$ cat config.mk
export PLATFORM = sky130hd
export DESIGN_NAME = csr_top
export DESIGN_NICKNAME = d
export VERILOG_FILES = /design/src/core/csr_pkg.sv /design/src/core/csr_top.sv /design/src/core/csr_i2c_slave.sv
export SDC_FILE = /design/constraint.sdc
export NUM_CORES = 1
export LEC_CHECK = 0
export BUFFER_PORTS_ARGS = -buffer_cell sky130_fd_sc_hd__buf_2
export CORE_ASPECT_RATIO = 0.8
export CORE_MARGIN = 2
export CORE_UTILIZATION = 30
export CTS_CLUSTER_DIAMETER = 40
export DETAILED_ROUTE_END_ITERATION = 6
export HOLD_SLACK_MARGIN = 0.06
export PLACE_DENSITY = 0.44
export SLEW_MARGIN = 20
export SYNTH_ARGS = -nofsm -noshare
export SYNTH_HDL_FRONTEND = slang
export SYNTH_SLANG_ARGS = --single-unit
$ cat constraint.sdc
create_clock -name clk_i -period 7.1 [get_ports clk_i]
set_input_delay 0.71 -clock clk_i [delete_from_list [all_inputs] [get_ports clk_i]]
set_output_delay 0.71 -clock clk_i [all_outputs]
set_load 0.005 [all_outputs]
$ cat src/core/csr_pkg.sv
// Constants shared by the charge setpoint register bank and its serial port.
`default_nettype none
package csr_pkg;
  // Register byte addresses of the two setpoint words.
  localparam logic [7:0] CSR_CUR_LSB_ADDR = 8'h02;
  localparam logic [7:0] CSR_CUR_MSB_ADDR = 8'h03;
  localparam logic [7:0] CSR_VOLT_LSB_ADDR = 8'h04;
  localparam logic [7:0] CSR_VOLT_MSB_ADDR = 8'h05;
  // Field widths.
  localparam int CSR_CUR_W = 7;
  localparam int CSR_VOLT_W = 12;
  // Field positions inside the 16-bit words.
  localparam int CSR_CUR_HI_LSB = 6;
  localparam int CSR_CUR_HI_MSB = 12;
  localparam int CSR_CUR_BAD_LSB = 13;
  localparam int CSR_VOLT_LSB_POS = 3;
  localparam int CSR_VOLT_MSB_POS = 14;
  localparam int CSR_VOLT_BAD_POS = 15;
  // Reset values.
  localparam logic [6:0] CSR_CUR_RESET = 7'h00;
  localparam logic [7:0] CSR_PTR_RESET = 8'h00;
  // Voltage codes in 8 mV steps: 4200, 8400, 12600, 16800 mV and the legal range.
  localparam logic [11:0] CSR_VOLT_DEF_1S = 12'h20D;
  localparam logic [11:0] CSR_VOLT_DEF_2S = 12'h41A;
  localparam logic [11:0] CSR_VOLT_DEF_3S = 12'h627;
  localparam logic [11:0] CSR_VOLT_DEF_4S = 12'h834;
  localparam logic [11:0] CSR_VOLT_MIN = 12'h080;
  localparam logic [11:0] CSR_VOLT_MAX = 12'h960;
  // Current clamps in 64 mA steps: 384 mA precharge, 1984 mA (largest code under 2 A).
  localparam logic [6:0] CSR_PRECHG_CLAMP = 7'h06;
  localparam logic [6:0] CSR_LINEAR_CLAMP = 7'h1F;
  // Cycles after reset release before the cell count strap is taken.
  localparam logic [1:0] CSR_STRAP_WAIT = 2'h3;
  // Serial port bit counter values.
  localparam logic [3:0] CSR_BIT_LAST = 4'h7;
  localparam logic [3:0] CSR_BIT_FULL = 4'h8;
endpackage : csr_pkg
`default_nettype wire

$ cat src/core/csr_top.sv
// Charge current and charge voltage setpoint registers with fault clears and current clamps.
`timescale 1ns/1ps
`default_nettype none
module csr_top #(
  parameter logic [6:0] DEV_ADDR = 7'h2A // Arbitrary value.
) (
  input wire logic clk_i,
  input wire logic reset_i,
  input wire logic scl_i,
  input wire logic sda_i,
  output logic sda_o,
  output logic sda_oe_o,
  input wire logic input_source_good_i,
  input wire logic input_overvoltage_i,
  input wire logic cell_count_battery_presence_i,
  input wire logic [1:0] cell_count_sel_i,
  input wire logic linear_regulation_mode_i,
  input wire logic battery_below_precharge_i,
  input wire logic battery_below_min_system_i,
  output logic charge_enable_o,
  output logic [6:0] charge_current_code_o,
  output logic [11:0] charge_voltage_code_o,
  output logic battery_path_switch_linear_o
);
  logic [6:0] cur_ff;
  logic [11:0] volt_ff;
  logic [1:0] cells_ff;
  logic [1:0] strap_cnt_ff;
  logic strap_done_ff;
  logic [1:0] good_sync_ff;
  logic [1:0] ovp_sync_ff;
  logic [1:0] pres_sync_ff;
  logic [1:0] cell_sync0_ff;
  logic [1:0] cell_sync1_ff;
  logic [1:0] lin_sync_ff;
  logic [1:0] pre_sync_ff;
  logic [1:0] minsys_sync_ff;
  logic good_prev_ff;
  logic pres_prev_ff;
  logic [7:0] ptr_ff;
  logic first_ff;
  logic have_lsb_ff;
  logic [7:0] lsb_hold_ff;
  logic start_evt;
  logic rx_valid;
  logic [7:0] rx_byte;
  logic tx_req;
  logic [7:0] tx_byte;
  logic data_wr;
  logic [15:0] wr_word;
  logic cur_wr;
  logic volt_wr;
  logic [11:0] volt_field;
  logic volt_zero_wr;
  logic fault_clear;
  logic [6:0] nxt_limit;
  logic nxt_linear;

  // Default charge voltage for a cell count code of 0 to 3 meaning one to four cells.
  function automatic logic [11:0] volt_default(input logic [1:0] cells);
    case (cells)
      2'h0: volt_default = csr_pkg::CSR_VOLT_DEF_1S;
      2'h1: volt_default = csr_pkg::CSR_VOLT_DEF_2S;
      2'h2: volt_default = csr_pkg::CSR_VOLT_DEF_3S;
      default: volt_default = csr_pkg::CSR_VOLT_DEF_4S;
    endcase
  endfunction : volt_default

  // Readback byte for a register address; unmapped addresses read zero.
  function automatic logic [7:0] read_byte(input logic [7:0] addr, input logic [6:0] cur,
                                           input logic [11:0] volt);
    case (addr)
      csr_pkg::CSR_CUR_LSB_ADDR: read_byte = {cur[1:0], 6'h00};
      csr_pkg::CSR_CUR_MSB_ADDR: read_byte = {3'h0, cur[6:2]};
      csr_pkg::CSR_VOLT_LSB_ADDR: read_byte = {volt[4:0], 3'h0};
      csr_pkg::CSR_VOLT_MSB_ADDR: read_byte = {1'b0, volt[11:5]};
      default: read_byte = 8'h00;
    endcase
  endfunction : read_byte

  csr_i2c_slave #(
    .DEV_ADDR(DEV_ADDR)
  ) u_port (
    .clk_i(clk_i),
    .reset_i(reset_i),
    .scl_i(scl_i),
    .sda_i(sda_i),
    .sda_oe_o(sda_oe_o),
    .start_o(start_evt),
    .rx_valid_o(rx_valid),
    .rx_byte_o(rx_byte),
    .tx_req_o(tx_req),
    .tx_byte_i(tx_byte)
  );

  // Open drain: the line is only ever pulled low.
  assign sda_o = 1'b0;
  assign tx_byte = read_byte(ptr_ff, cur_ff, volt_ff);

  // Status pins come from the analog side and pass two flip-flops each.
  always_ff @(posedge clk_i or posedge reset_i) begin
    if (reset_i) begin
      good_sync_ff <= 2'h0;
      ovp_sync_ff <= 2'h0;
      pres_sync_ff <= 2'h0;
      cell_sync0_ff <= 2'h0;
      cell_sync1_ff <= 2'h0;
      lin_sync_ff <= 2'h0;
      pre_sync_ff <= 2'h0;
      minsys_sync_ff <= 2'h0;
      good_prev_ff <= 1'b0;
      pres_prev_ff <= 1'b0;
    end else begin
      good_sync_ff <= {good_sync_ff[0], input_source_good_i};
      ovp_sync_ff <= {ovp_sync_ff[0], input_overvoltage_i};
      pres_sync_ff <= {pres_sync_ff[0], cell_count_battery_presence_i};
      cell_sync0_ff <= cell_count_sel_i;
      cell_sync1_ff <= cell_sync0_ff;
      lin_sync_ff <= {lin_sync_ff[0], linear_regulation_mode_i};
      pre_sync_ff <= {pre_sync_ff[0], battery_below_precharge_i};
      minsys_sync_ff <= {minsys_sync_ff[0], battery_below_min_system_i};
      good_prev_ff <= good_sync_ff[1];
      pres_prev_ff <= pres_sync_ff[1];
    end
  end

  // The cell count strap is taken once, after the synchroniser has filled past release.
  always_ff @(posedge clk_i or posedge reset_i) begin
    if (reset_i) begin
      strap_cnt_ff <= 2'h0;
      strap_done_ff <= 1'b0;
      cells_ff <= 2'h0;
    end else if (!strap_done_ff) begin
      strap_cnt_ff <= strap_cnt_ff + 2'h1;
      if (strap_cnt_ff == csr_pkg::CSR_STRAP_WAIT) begin
        strap_done_ff <= 1'b1;
        cells_ff <= cell_sync1_ff;
      end
    end
  end

  // Byte sequencing: first byte is the register pointer, then lower byte, then upper byte.
  always_ff @(posedge clk_i or posedge reset_i) begin
    if (reset_i) begin
      ptr_ff <= csr_pkg::CSR_PTR_RESET;
      first_ff <= 1'b0;
      have_lsb_ff <= 1'b0;
      lsb_hold_ff <= 8'h00;
    end else if (start_evt) begin
      first_ff <= 1'b1;
      have_lsb_ff <= 1'b0;
    end else if (rx_valid && first_ff) begin
      ptr_ff <= rx_byte;
      first_ff <= 1'b0;
    end else if (rx_valid) begin
      // The lower byte is only held and the pointer steps; no setpoint changes until its partner arrives.
      have_lsb_ff <= ~ptr_ff[0];
      lsb_hold_ff <= rx_byte;
      ptr_ff <= ptr_ff + 8'h01;
    end else if (tx_req) begin
      ptr_ff <= ptr_ff + 8'h01;
    end
  end

  // Whole-word commit strobes; an upper byte without a lower byte before it is dropped.
  assign data_wr = rx_valid & ~first_ff & have_lsb_ff;
  assign wr_word = {rx_byte, lsb_hold_ff};
  assign cur_wr = data_wr & (ptr_ff == csr_pkg::CSR_CUR_MSB_ADDR);
  assign volt_wr = data_wr & (ptr_ff == csr_pkg::CSR_VOLT_MSB_ADDR);
  assign volt_field = wr_word[csr_pkg::CSR_VOLT_MSB_POS:csr_pkg::CSR_VOLT_LSB_POS];
  assign volt_zero_wr = volt_wr & ~wr_word[csr_pkg::CSR_VOLT_BAD_POS] &
                        (volt_field == 12'h000);

  // Falling source good clears unless overvoltage is the cause; falling presence always clears.
  // Input overcurrent, thermal shutdown, system overvoltage and latch-off have no path here.
  assign fault_clear = (good_prev_ff & ~good_sync_ff[1] & ~ovp_sync_ff[1]) |
                       (pres_prev_ff & ~pres_sync_ff[1]);

  // Current setpoint; clears win over a write in the same cycle for safety.
  always_ff @(posedge clk_i or posedge reset_i) begin
    if (reset_i) begin
      cur_ff <= csr_pkg::CSR_CUR_RESET;
    end else if (fault_clear || volt_zero_wr) begin
      cur_ff <= csr_pkg::CSR_CUR_RESET;
    end else if (cur_wr && wr_word[15:csr_pkg::CSR_CUR_BAD_LSB] == 3'h0) begin
      // Lower byte bits 5..0 are simply not stored.
      cur_ff <= wr_word[csr_pkg::CSR_CUR_HI_MSB:csr_pkg::CSR_CUR_HI_LSB];
    end
  end

  // Voltage setpoint; it holds the one-cell code until the strap has been read.
  always_ff @(posedge clk_i or posedge reset_i) begin
    if (reset_i) begin
      volt_ff <= csr_pkg::CSR_VOLT_DEF_1S;
    end else if (!strap_done_ff) begin
      if (strap_cnt_ff == csr_pkg::CSR_STRAP_WAIT) begin
        volt_ff <= volt_default(cell_sync1_ff);
      end
    end else if (volt_zero_wr) begin
      volt_ff <= volt_default(cells_ff);
    end else if (volt_wr && !wr_word[csr_pkg::CSR_VOLT_BAD_POS] &&
                 volt_field >= csr_pkg::CSR_VOLT_MIN &&
                 volt_field <= csr_pkg::CSR_VOLT_MAX) begin
      volt_ff <= volt_field;
    end
  end

  // Current clamp and path switch mode from cell count and battery comparators.
  always_comb begin
    nxt_limit = cur_ff;
    nxt_linear = 1'b0;
    if (cells_ff == 2'h0) begin
      if (pre_sync_ff[1]) begin
        nxt_linear = lin_sync_ff[1];
        if (cur_ff > csr_pkg::CSR_PRECHG_CLAMP) nxt_limit = csr_pkg::CSR_PRECHG_CLAMP;
      end else if (minsys_sync_ff[1]) begin
        nxt_linear = 1'b1;
        if (cur_ff > csr_pkg::CSR_LINEAR_CLAMP) nxt_limit = csr_pkg::CSR_LINEAR_CLAMP;
      end
    end else if (minsys_sync_ff[1]) begin
      nxt_linear = lin_sync_ff[1];
      if (cur_ff > csr_pkg::CSR_PRECHG_CLAMP) nxt_limit = csr_pkg::CSR_PRECHG_CLAMP;
    end
  end

  // Registered outputs; the voltage in force is the default until the host writes one.
  always_ff @(posedge clk_i or posedge reset_i) begin
    if (reset_i) begin
      charge_enable_o <= 1'b0;
      charge_current_code_o <= csr_pkg::CSR_CUR_RESET;
      charge_voltage_code_o <= csr_pkg::CSR_VOLT_DEF_1S;
      battery_path_switch_linear_o <= 1'b0;
    end else begin
      charge_enable_o <= good_sync_ff[1] & (cur_ff != 7'h00);
      charge_current_code_o <= good_sync_ff[1] ? nxt_limit : 7'h00;
      charge_voltage_code_o <= volt_ff;
      battery_path_switch_linear_o <= nxt_linear;
    end
  end
endmodule : csr_top
`default_nettype wire

$ cat src/core/csr_i2c_slave.sv
// Byte level serial management port slave with address match and open-drain data.
`timescale 1ns/1ps
`default_nettype none
module csr_i2c_slave #(
  parameter logic [6:0] DEV_ADDR = 7'h2A // Arbitrary value.
) (
  input wire logic clk_i,
  input wire logic reset_i,
  input wire logic scl_i,
  input wire logic sda_i,
  output logic sda_oe_o,
  output logic start_o,
  output logic rx_valid_o,
  output logic [7:0] rx_byte_o,
  output logic tx_req_o,
  input wire logic [7:0] tx_byte_i
);
  typedef enum logic [2:0] {
    CSR_IDLE, CSR_ADDR, CSR_ADDR_ACK, CSR_WR, CSR_WR_ACK, CSR_RD, CSR_RD_ACK
  } csr_i2c_state_t;

  csr_i2c_state_t state_ff;
  logic [1:0] scl_sync_ff;
  logic [1:0] sda_sync_ff;
  logic scl_prev_ff;
  logic sda_prev_ff;
  logic [3:0] bit_cnt_ff;
  logic [7:0] shreg_ff;
  logic rw_ff;
  logic acked_ff;
  logic drive_ff;
  logic scl_rise;
  logic scl_fall;
  logic start_det;
  logic stop_det;

  // Pins pass two flip-flops; edges are taken only from the second stage onward.
  always_ff @(posedge clk_i or posedge reset_i) begin
    if (reset_i) begin
      scl_sync_ff <= 2'h3;
      sda_sync_ff <= 2'h3;
      scl_prev_ff <= 1'b1;
      sda_prev_ff <= 1'b1;
    end else begin
      scl_sync_ff <= {scl_sync_ff[0], scl_i};
      sda_sync_ff <= {sda_sync_ff[0], sda_i};
      scl_prev_ff <= scl_sync_ff[1];
      sda_prev_ff <= sda_sync_ff[1];
    end
  end

  assign scl_rise = scl_sync_ff[1] & ~scl_prev_ff;
  assign scl_fall = ~scl_sync_ff[1] & scl_prev_ff;
  assign start_det = scl_sync_ff[1] & scl_prev_ff & sda_prev_ff & ~sda_sync_ff[1];
  assign stop_det = scl_sync_ff[1] & scl_prev_ff & ~sda_prev_ff & sda_sync_ff[1];

  // Bit engine: sample on the clock rise, change the data line on the clock fall.
  always_ff @(posedge clk_i or posedge reset_i) begin
    if (reset_i) begin
      state_ff <= CSR_IDLE;
      bit_cnt_ff <= 4'h0;
      shreg_ff <= 8'h00;
      rw_ff <= 1'b0;
      acked_ff <= 1'b0;
      drive_ff <= 1'b0;
    end else if (start_det) begin
      state_ff <= CSR_ADDR;
      bit_cnt_ff <= 4'h0;
      drive_ff <= 1'b0;
    end else if (stop_det) begin
      state_ff <= CSR_IDLE;
      drive_ff <= 1'b0;
    end else if (scl_rise) begin
      case (state_ff)
        CSR_ADDR, CSR_WR: begin
          shreg_ff <= {shreg_ff[6:0], sda_sync_ff[1]};
          bit_cnt_ff <= bit_cnt_ff + 4'h1;
        end
        CSR_RD: bit_cnt_ff <= bit_cnt_ff + 4'h1;
        CSR_RD_ACK: acked_ff <= ~sda_sync_ff[1];
        default: ;
      endcase
    end else if (scl_fall) begin
      case (state_ff)
        CSR_ADDR: begin
          if (bit_cnt_ff == csr_pkg::CSR_BIT_FULL) begin
            if (shreg_ff[7:1] == DEV_ADDR) begin
              state_ff <= CSR_ADDR_ACK;
              rw_ff <= shreg_ff[0];
              drive_ff <= 1'b1;
            end else begin
              state_ff <= CSR_IDLE;
            end
          end
        end
        CSR_ADDR_ACK, CSR_WR_ACK: begin
          bit_cnt_ff <= 4'h0;
          if (rw_ff) begin
            state_ff <= CSR_RD;
            shreg_ff <= tx_byte_i;
            drive_ff <= ~tx_byte_i[7];
          end else begin
            state_ff <= CSR_WR;
            drive_ff <= 1'b0;
          end
        end
        CSR_WR: begin
          if (bit_cnt_ff == csr_pkg::CSR_BIT_FULL) begin
            state_ff <= CSR_WR_ACK;
            drive_ff <= 1'b1;
          end
        end
        CSR_RD: begin
          if (bit_cnt_ff == csr_pkg::CSR_BIT_FULL) begin
            state_ff <= CSR_RD_ACK;
            drive_ff <= 1'b0;
          end else begin
            shreg_ff <= {shreg_ff[6:0], 1'b0};
            drive_ff <= ~shreg_ff[6];
          end
        end
        CSR_RD_ACK: begin
          bit_cnt_ff <= 4'h0;
          if (acked_ff) begin
            state_ff <= CSR_RD;
            shreg_ff <= tx_byte_i;
            drive_ff <= ~tx_byte_i[7];
          end else begin
            state_ff <= CSR_IDLE;
          end
        end
        default: state_ff <= CSR_IDLE;
      endcase
    end
  end

  // Strobes to the register bank; a read byte is requested on the fall that loads it.
  assign sda_oe_o = drive_ff;
  assign start_o = start_det;
  assign rx_byte_o = shreg_ff;
  assign rx_valid_o = scl_fall & (state_ff == CSR_WR) & (bit_cnt_ff == csr_pkg::CSR_BIT_FULL);
  assign tx_req_o = scl_fall & ((state_ff == CSR_ADDR_ACK & rw_ff) | (state_ff == CSR_RD_ACK & acked_ff));
endmodule : csr_i2c_slave
`default_nettype wire

==> results.sh <==
export IMPL_status="completed"
export IMPL_die_w_um=149
export IMPL_startpoint_type="flop"
export IMPL_crit_path_frequent_cell="or4_1"
export IMPL_async_flop_share_pct=100
export IMPL_worst_clock_skew_ns=0.00743
export IMPL_routed_wl_mm=12.6
export IMPL_maxSlewViolCount=0
export IMPL_synth_common_cells="dfrtp_1, nand2_1, o21ai_0, nor2_1, inv_1"
export IMPL_first_pass_iters=4
export IMPL_core_area_sq_um=16500
export IMPL_hold_viol=0
export IMPL_yosysWarnings=0
export IMPL_p_seq_share_pct=51.1
export IMPL_p_int_w=0.000942
export IMPL_period_share_pct=40.4
export IMPL_p_clk_share_pct=42.8
export IMPL_hp_class="flop to flop"
export IMPL_ir_drop_mv=0.109
export IMPL_die_area_sq_um=17800
export IMPL_rsz0062_at_grt="no"
export IMPL_antenna_found_initial=0
export IMPL_synth_most_common_cell="dfrtp_1"
export IMPL_max_slew_margin_rel_pct=31.3
export IMPL_synth_top_area_share_pct=43.8
export IMPL_grt_ovfl_total=0
export IMPL_syn_nets=508
export IMPL_comb_power_share_pct=6.1
export IMPL_post_cts_buffers=0
export IMPL_whs_ns=0.348
export IMPL_dp_hpwl_mm=8.93
export IMPL_cts_resized=0
export IMPL_worstMarginPinSlew_ns=1.03
export IMPL_via_per_inst=5.16
export IMPL_synth_avg_cell_area_sq_um=10.6
export IMPL_switchingPower_w=0.000276
export IMPL_die_h_um=120
export IMPL_final_antenna_net_count=0
export IMPL_cp_arrival_ns=3.11
export IMPL_cp_cell_sequence="nand2b_1 -> or4_1 -> or4_1 -> and3_4 -> o41ai_2"
export IMPL_syn_instance_count=476
export IMPL_powerDensity_nw_per_um2=214
export IMPL_pin_count=35
export IMPL_path_max_fanout=21
export IMPL_end_kind="flop"
export IMPL_tritoncts="yes"
export IMPL_drtIter0Drc=333
export IMPL_leakage_nw=2.52
export IMPL_tns_ns=0
export IMPL_rows=42
export IMPL_max_freq_mhz=349
export IMPL_initial_utilization_pct=30.5
export IMPL_final_nets=528
export IMPL_yosys_top_cells_area="dfrtp_1, dfstp_2, ha_1"
export IMPL_cts_buffers=9
export IMPL_ctsLongestPathBuffers=2
export IMPL_grt_usage_pct=14.8
export IMPL_cts_hold_buf=0
export IMPL_yosysTopAreaCell="dfrtp_1"
export IMPL_setup_ws_ns=4.23
export IMPL_syn_to_final_growth_pct=13.1
export IMPL_vias=3719
export IMPL_antenna_cells=0
export IMPL_cts_sinks=102
export IMPL_pre_cts_slack_ns=4.29
export IMPL_clock_latency_ns=0.35
export IMPL_clk_pin_slew_ns=0.07
export IMPL_cts_root_buf="clkbuf_16"
export IMPL_wl_per_cell_um=17.5
export IMPL_period_minus_slack_ns=2.87
export IMPL_final_core_utilization_pct=34.5
export IMPL_portBuffers=33
export IMPL_grt_pass1_vias=3582
export IMPL_netlist_area_sq_um=5030
export IMPL_synth_edff_count=0
export IMPL_switching_share_pct=22.7
export IMPL_drc=0
export IMPL_required_ns=7.34
export IMPL_yosysSeqAreaShare_pct=51.1
export IMPL_crit_path_max_incr_delay_ns=0.72
export IMPL_critPathKind="flop to flop"
export IMPL_synth_cell_types=66
export IMPL_synth_main_ff_cell="dfrtp_1"
export IMPL_grt_first_pass_wirelength_mm=20.1
export IMPL_crit_path_top_delay_cell="dfrtp_1"
export IMPL_globalplace_congestion=0.814
export IMPL_drive_gt1_share_pct=18.0
export IMPL_ctsHtreeMaxLevel=3
export IMPL_setup_viol_count_final=0
export IMPL_synth_seq_cells=102
export IMPL_drv_cap=0
export IMPL_grt_max_degree=61
==> path summary, 6_finish.rpt <==
path	from	to	slack, ns	cells after the start
setup / recovery	u_port.state_ff[0]	volt_ff[5]	4.23	5
hold / removal	pres_sync_ff[0]	pres_sync_ff[1]	0.35	0
setup reg to reg	u_port.state_ff[0]	volt_ff[5]	4.23	5
hold reg to reg	pres_sync_ff[0]	pres_sync_ff[1]	0.35	0
max in group asynchronous	reset_i	cur_ff[5]	5.53	3
min in group asynchronous	reset_i	cell_sync0_ff[1]	0.40	2
==> layout by cell type, fill, tap and decap left out, drive strengths merged, types with 3 or more instances in the layout <==
| master | netlist | layout |
|---|---|---|
| a31oi | 5 | 5 |
| or4 | 5 | 5 |
| nor2b | 5 | 5 |
| nand3 | 14 | 14 |
| o21a | 8 | 8 |
| o211ai | 7 | 7 |
| and3 | 8 | 8 |
| o21ai | 33 | 33 |
| mux2i | 15 | 15 |
| a22o | 9 | 9 |
| and2 | 4 | 4 |
| ha | 20 | 20 |
| o2bb2ai | 5 | 5 |
| or2 | 3 | 3 |
| a21oi | 18 | 18 |
| a221o | 3 | 3 |
| nor3 | 9 | 9 |
| nand4 | 7 | 7 |
| dfstp | 14 | 14 |
| a2bb2oi | 4 | 4 |
| dfrtp | 88 | 88 |
| nor3b | 3 | 3 |
| buf | 7 | 35 |
| nand2 | 36 | 36 |
| clkbuf | 19 | 12 |
| inv | 22 | 22 |
| mux2 | 18 | 18 |
| nor2 | 32 | 32 |
| a22oi | 5 | 5 |
| o32ai | 3 | 3 |
| nand2b | 4 | 4 |
| a21o | 5 | 5 |
==> flip-flops by register name, indices dropped and copies added (netlist names), 3 cells and up <==
signal	cells
u_port.state_ff	3
u_port.bit_cnt_ff	4
u_port.rx_byte_o	8
ptr_ff	8
cur_ff	7
charge_voltage_code_o	12
volt_ff	12
charge_current_code_o	7
lsb_hold_ff	5
==> power by group through the flow <==
stage | clock network, W | registers [W] | logic [W]
after global placement | 0 | 0.000633 | 0.0000757
after floorplan | 0 | 0.000626 | 0.0000523
after detailed placement | 0 | 0.000633 | 0.0000755
after global routing | 0.000563 | 0.000625 | 0.0000842
after CTS | 0.000540 | 0.000623 | 0.0000762
final | 0.000522 | 0.000623 | 0.0000738
==> worst max-delay path: cells and delay by family, from the launching register on <==
kind            cells  cell delay, ns
simple gates        4            1.74
flops               1            0.72
compound gates      1            0.31
==> kinds of logic after synthesis <==
kind of cell	share of synthesized area, %
simple gates	14.8
mux	7.01
buf+inv	3.83
compound gates	17.7
other cells	0.0746
flops	51.1
xor+xnor	0.522
fa+ha+maj	4.98
==> final cells by class <==
| type | instances | area, sq um |
|---|---|---|
| fill | 1716 | 10800 |
| sequential | 102 | 2570 |
| multi-input combinational | 326 | 2270 |
| tap | 220 | 275 |
| clock buffer | 12 | 236 |
| timing repair buffer | 35 | 180 |
| inverter | 22 | 85.1 |
| clock inverter | 4 | 72.6 |
==> per-layer routing <==
| layer | wire length [um] | share of wire (%) | track usage [%] |
|---|---|---|---|
| met5 | 0 | 0 | 0 |
| met4 | 56 | 0.44 | 4.17 |
| met2 | 5540 | 44 | 21.4 |
| met3 | 518 | 4.1 | 3.31 |
| met1 | 6510 | 52 | 22.3 |
==> metrics by stage <==
| step | total power (W) | cells | area [sq um] |
|---|---|---|---|
| 2_1_floorplan | 0.000678 | 476 | 5030 |
| 3_3_place_gp | 0.000709 | 705 | 5380 |
| 3_5_place_dp | 0.000709 | 705 | 5380 |
| 4_1_cts | 0.00124 | 721 | 5690 |
| 5_1_grt | 0.00127 | 721 | 5690 |
| 6_report | 0.00122 | 721 | 5690 |
No activity file was read; power rests on OpenSTA's default activity.
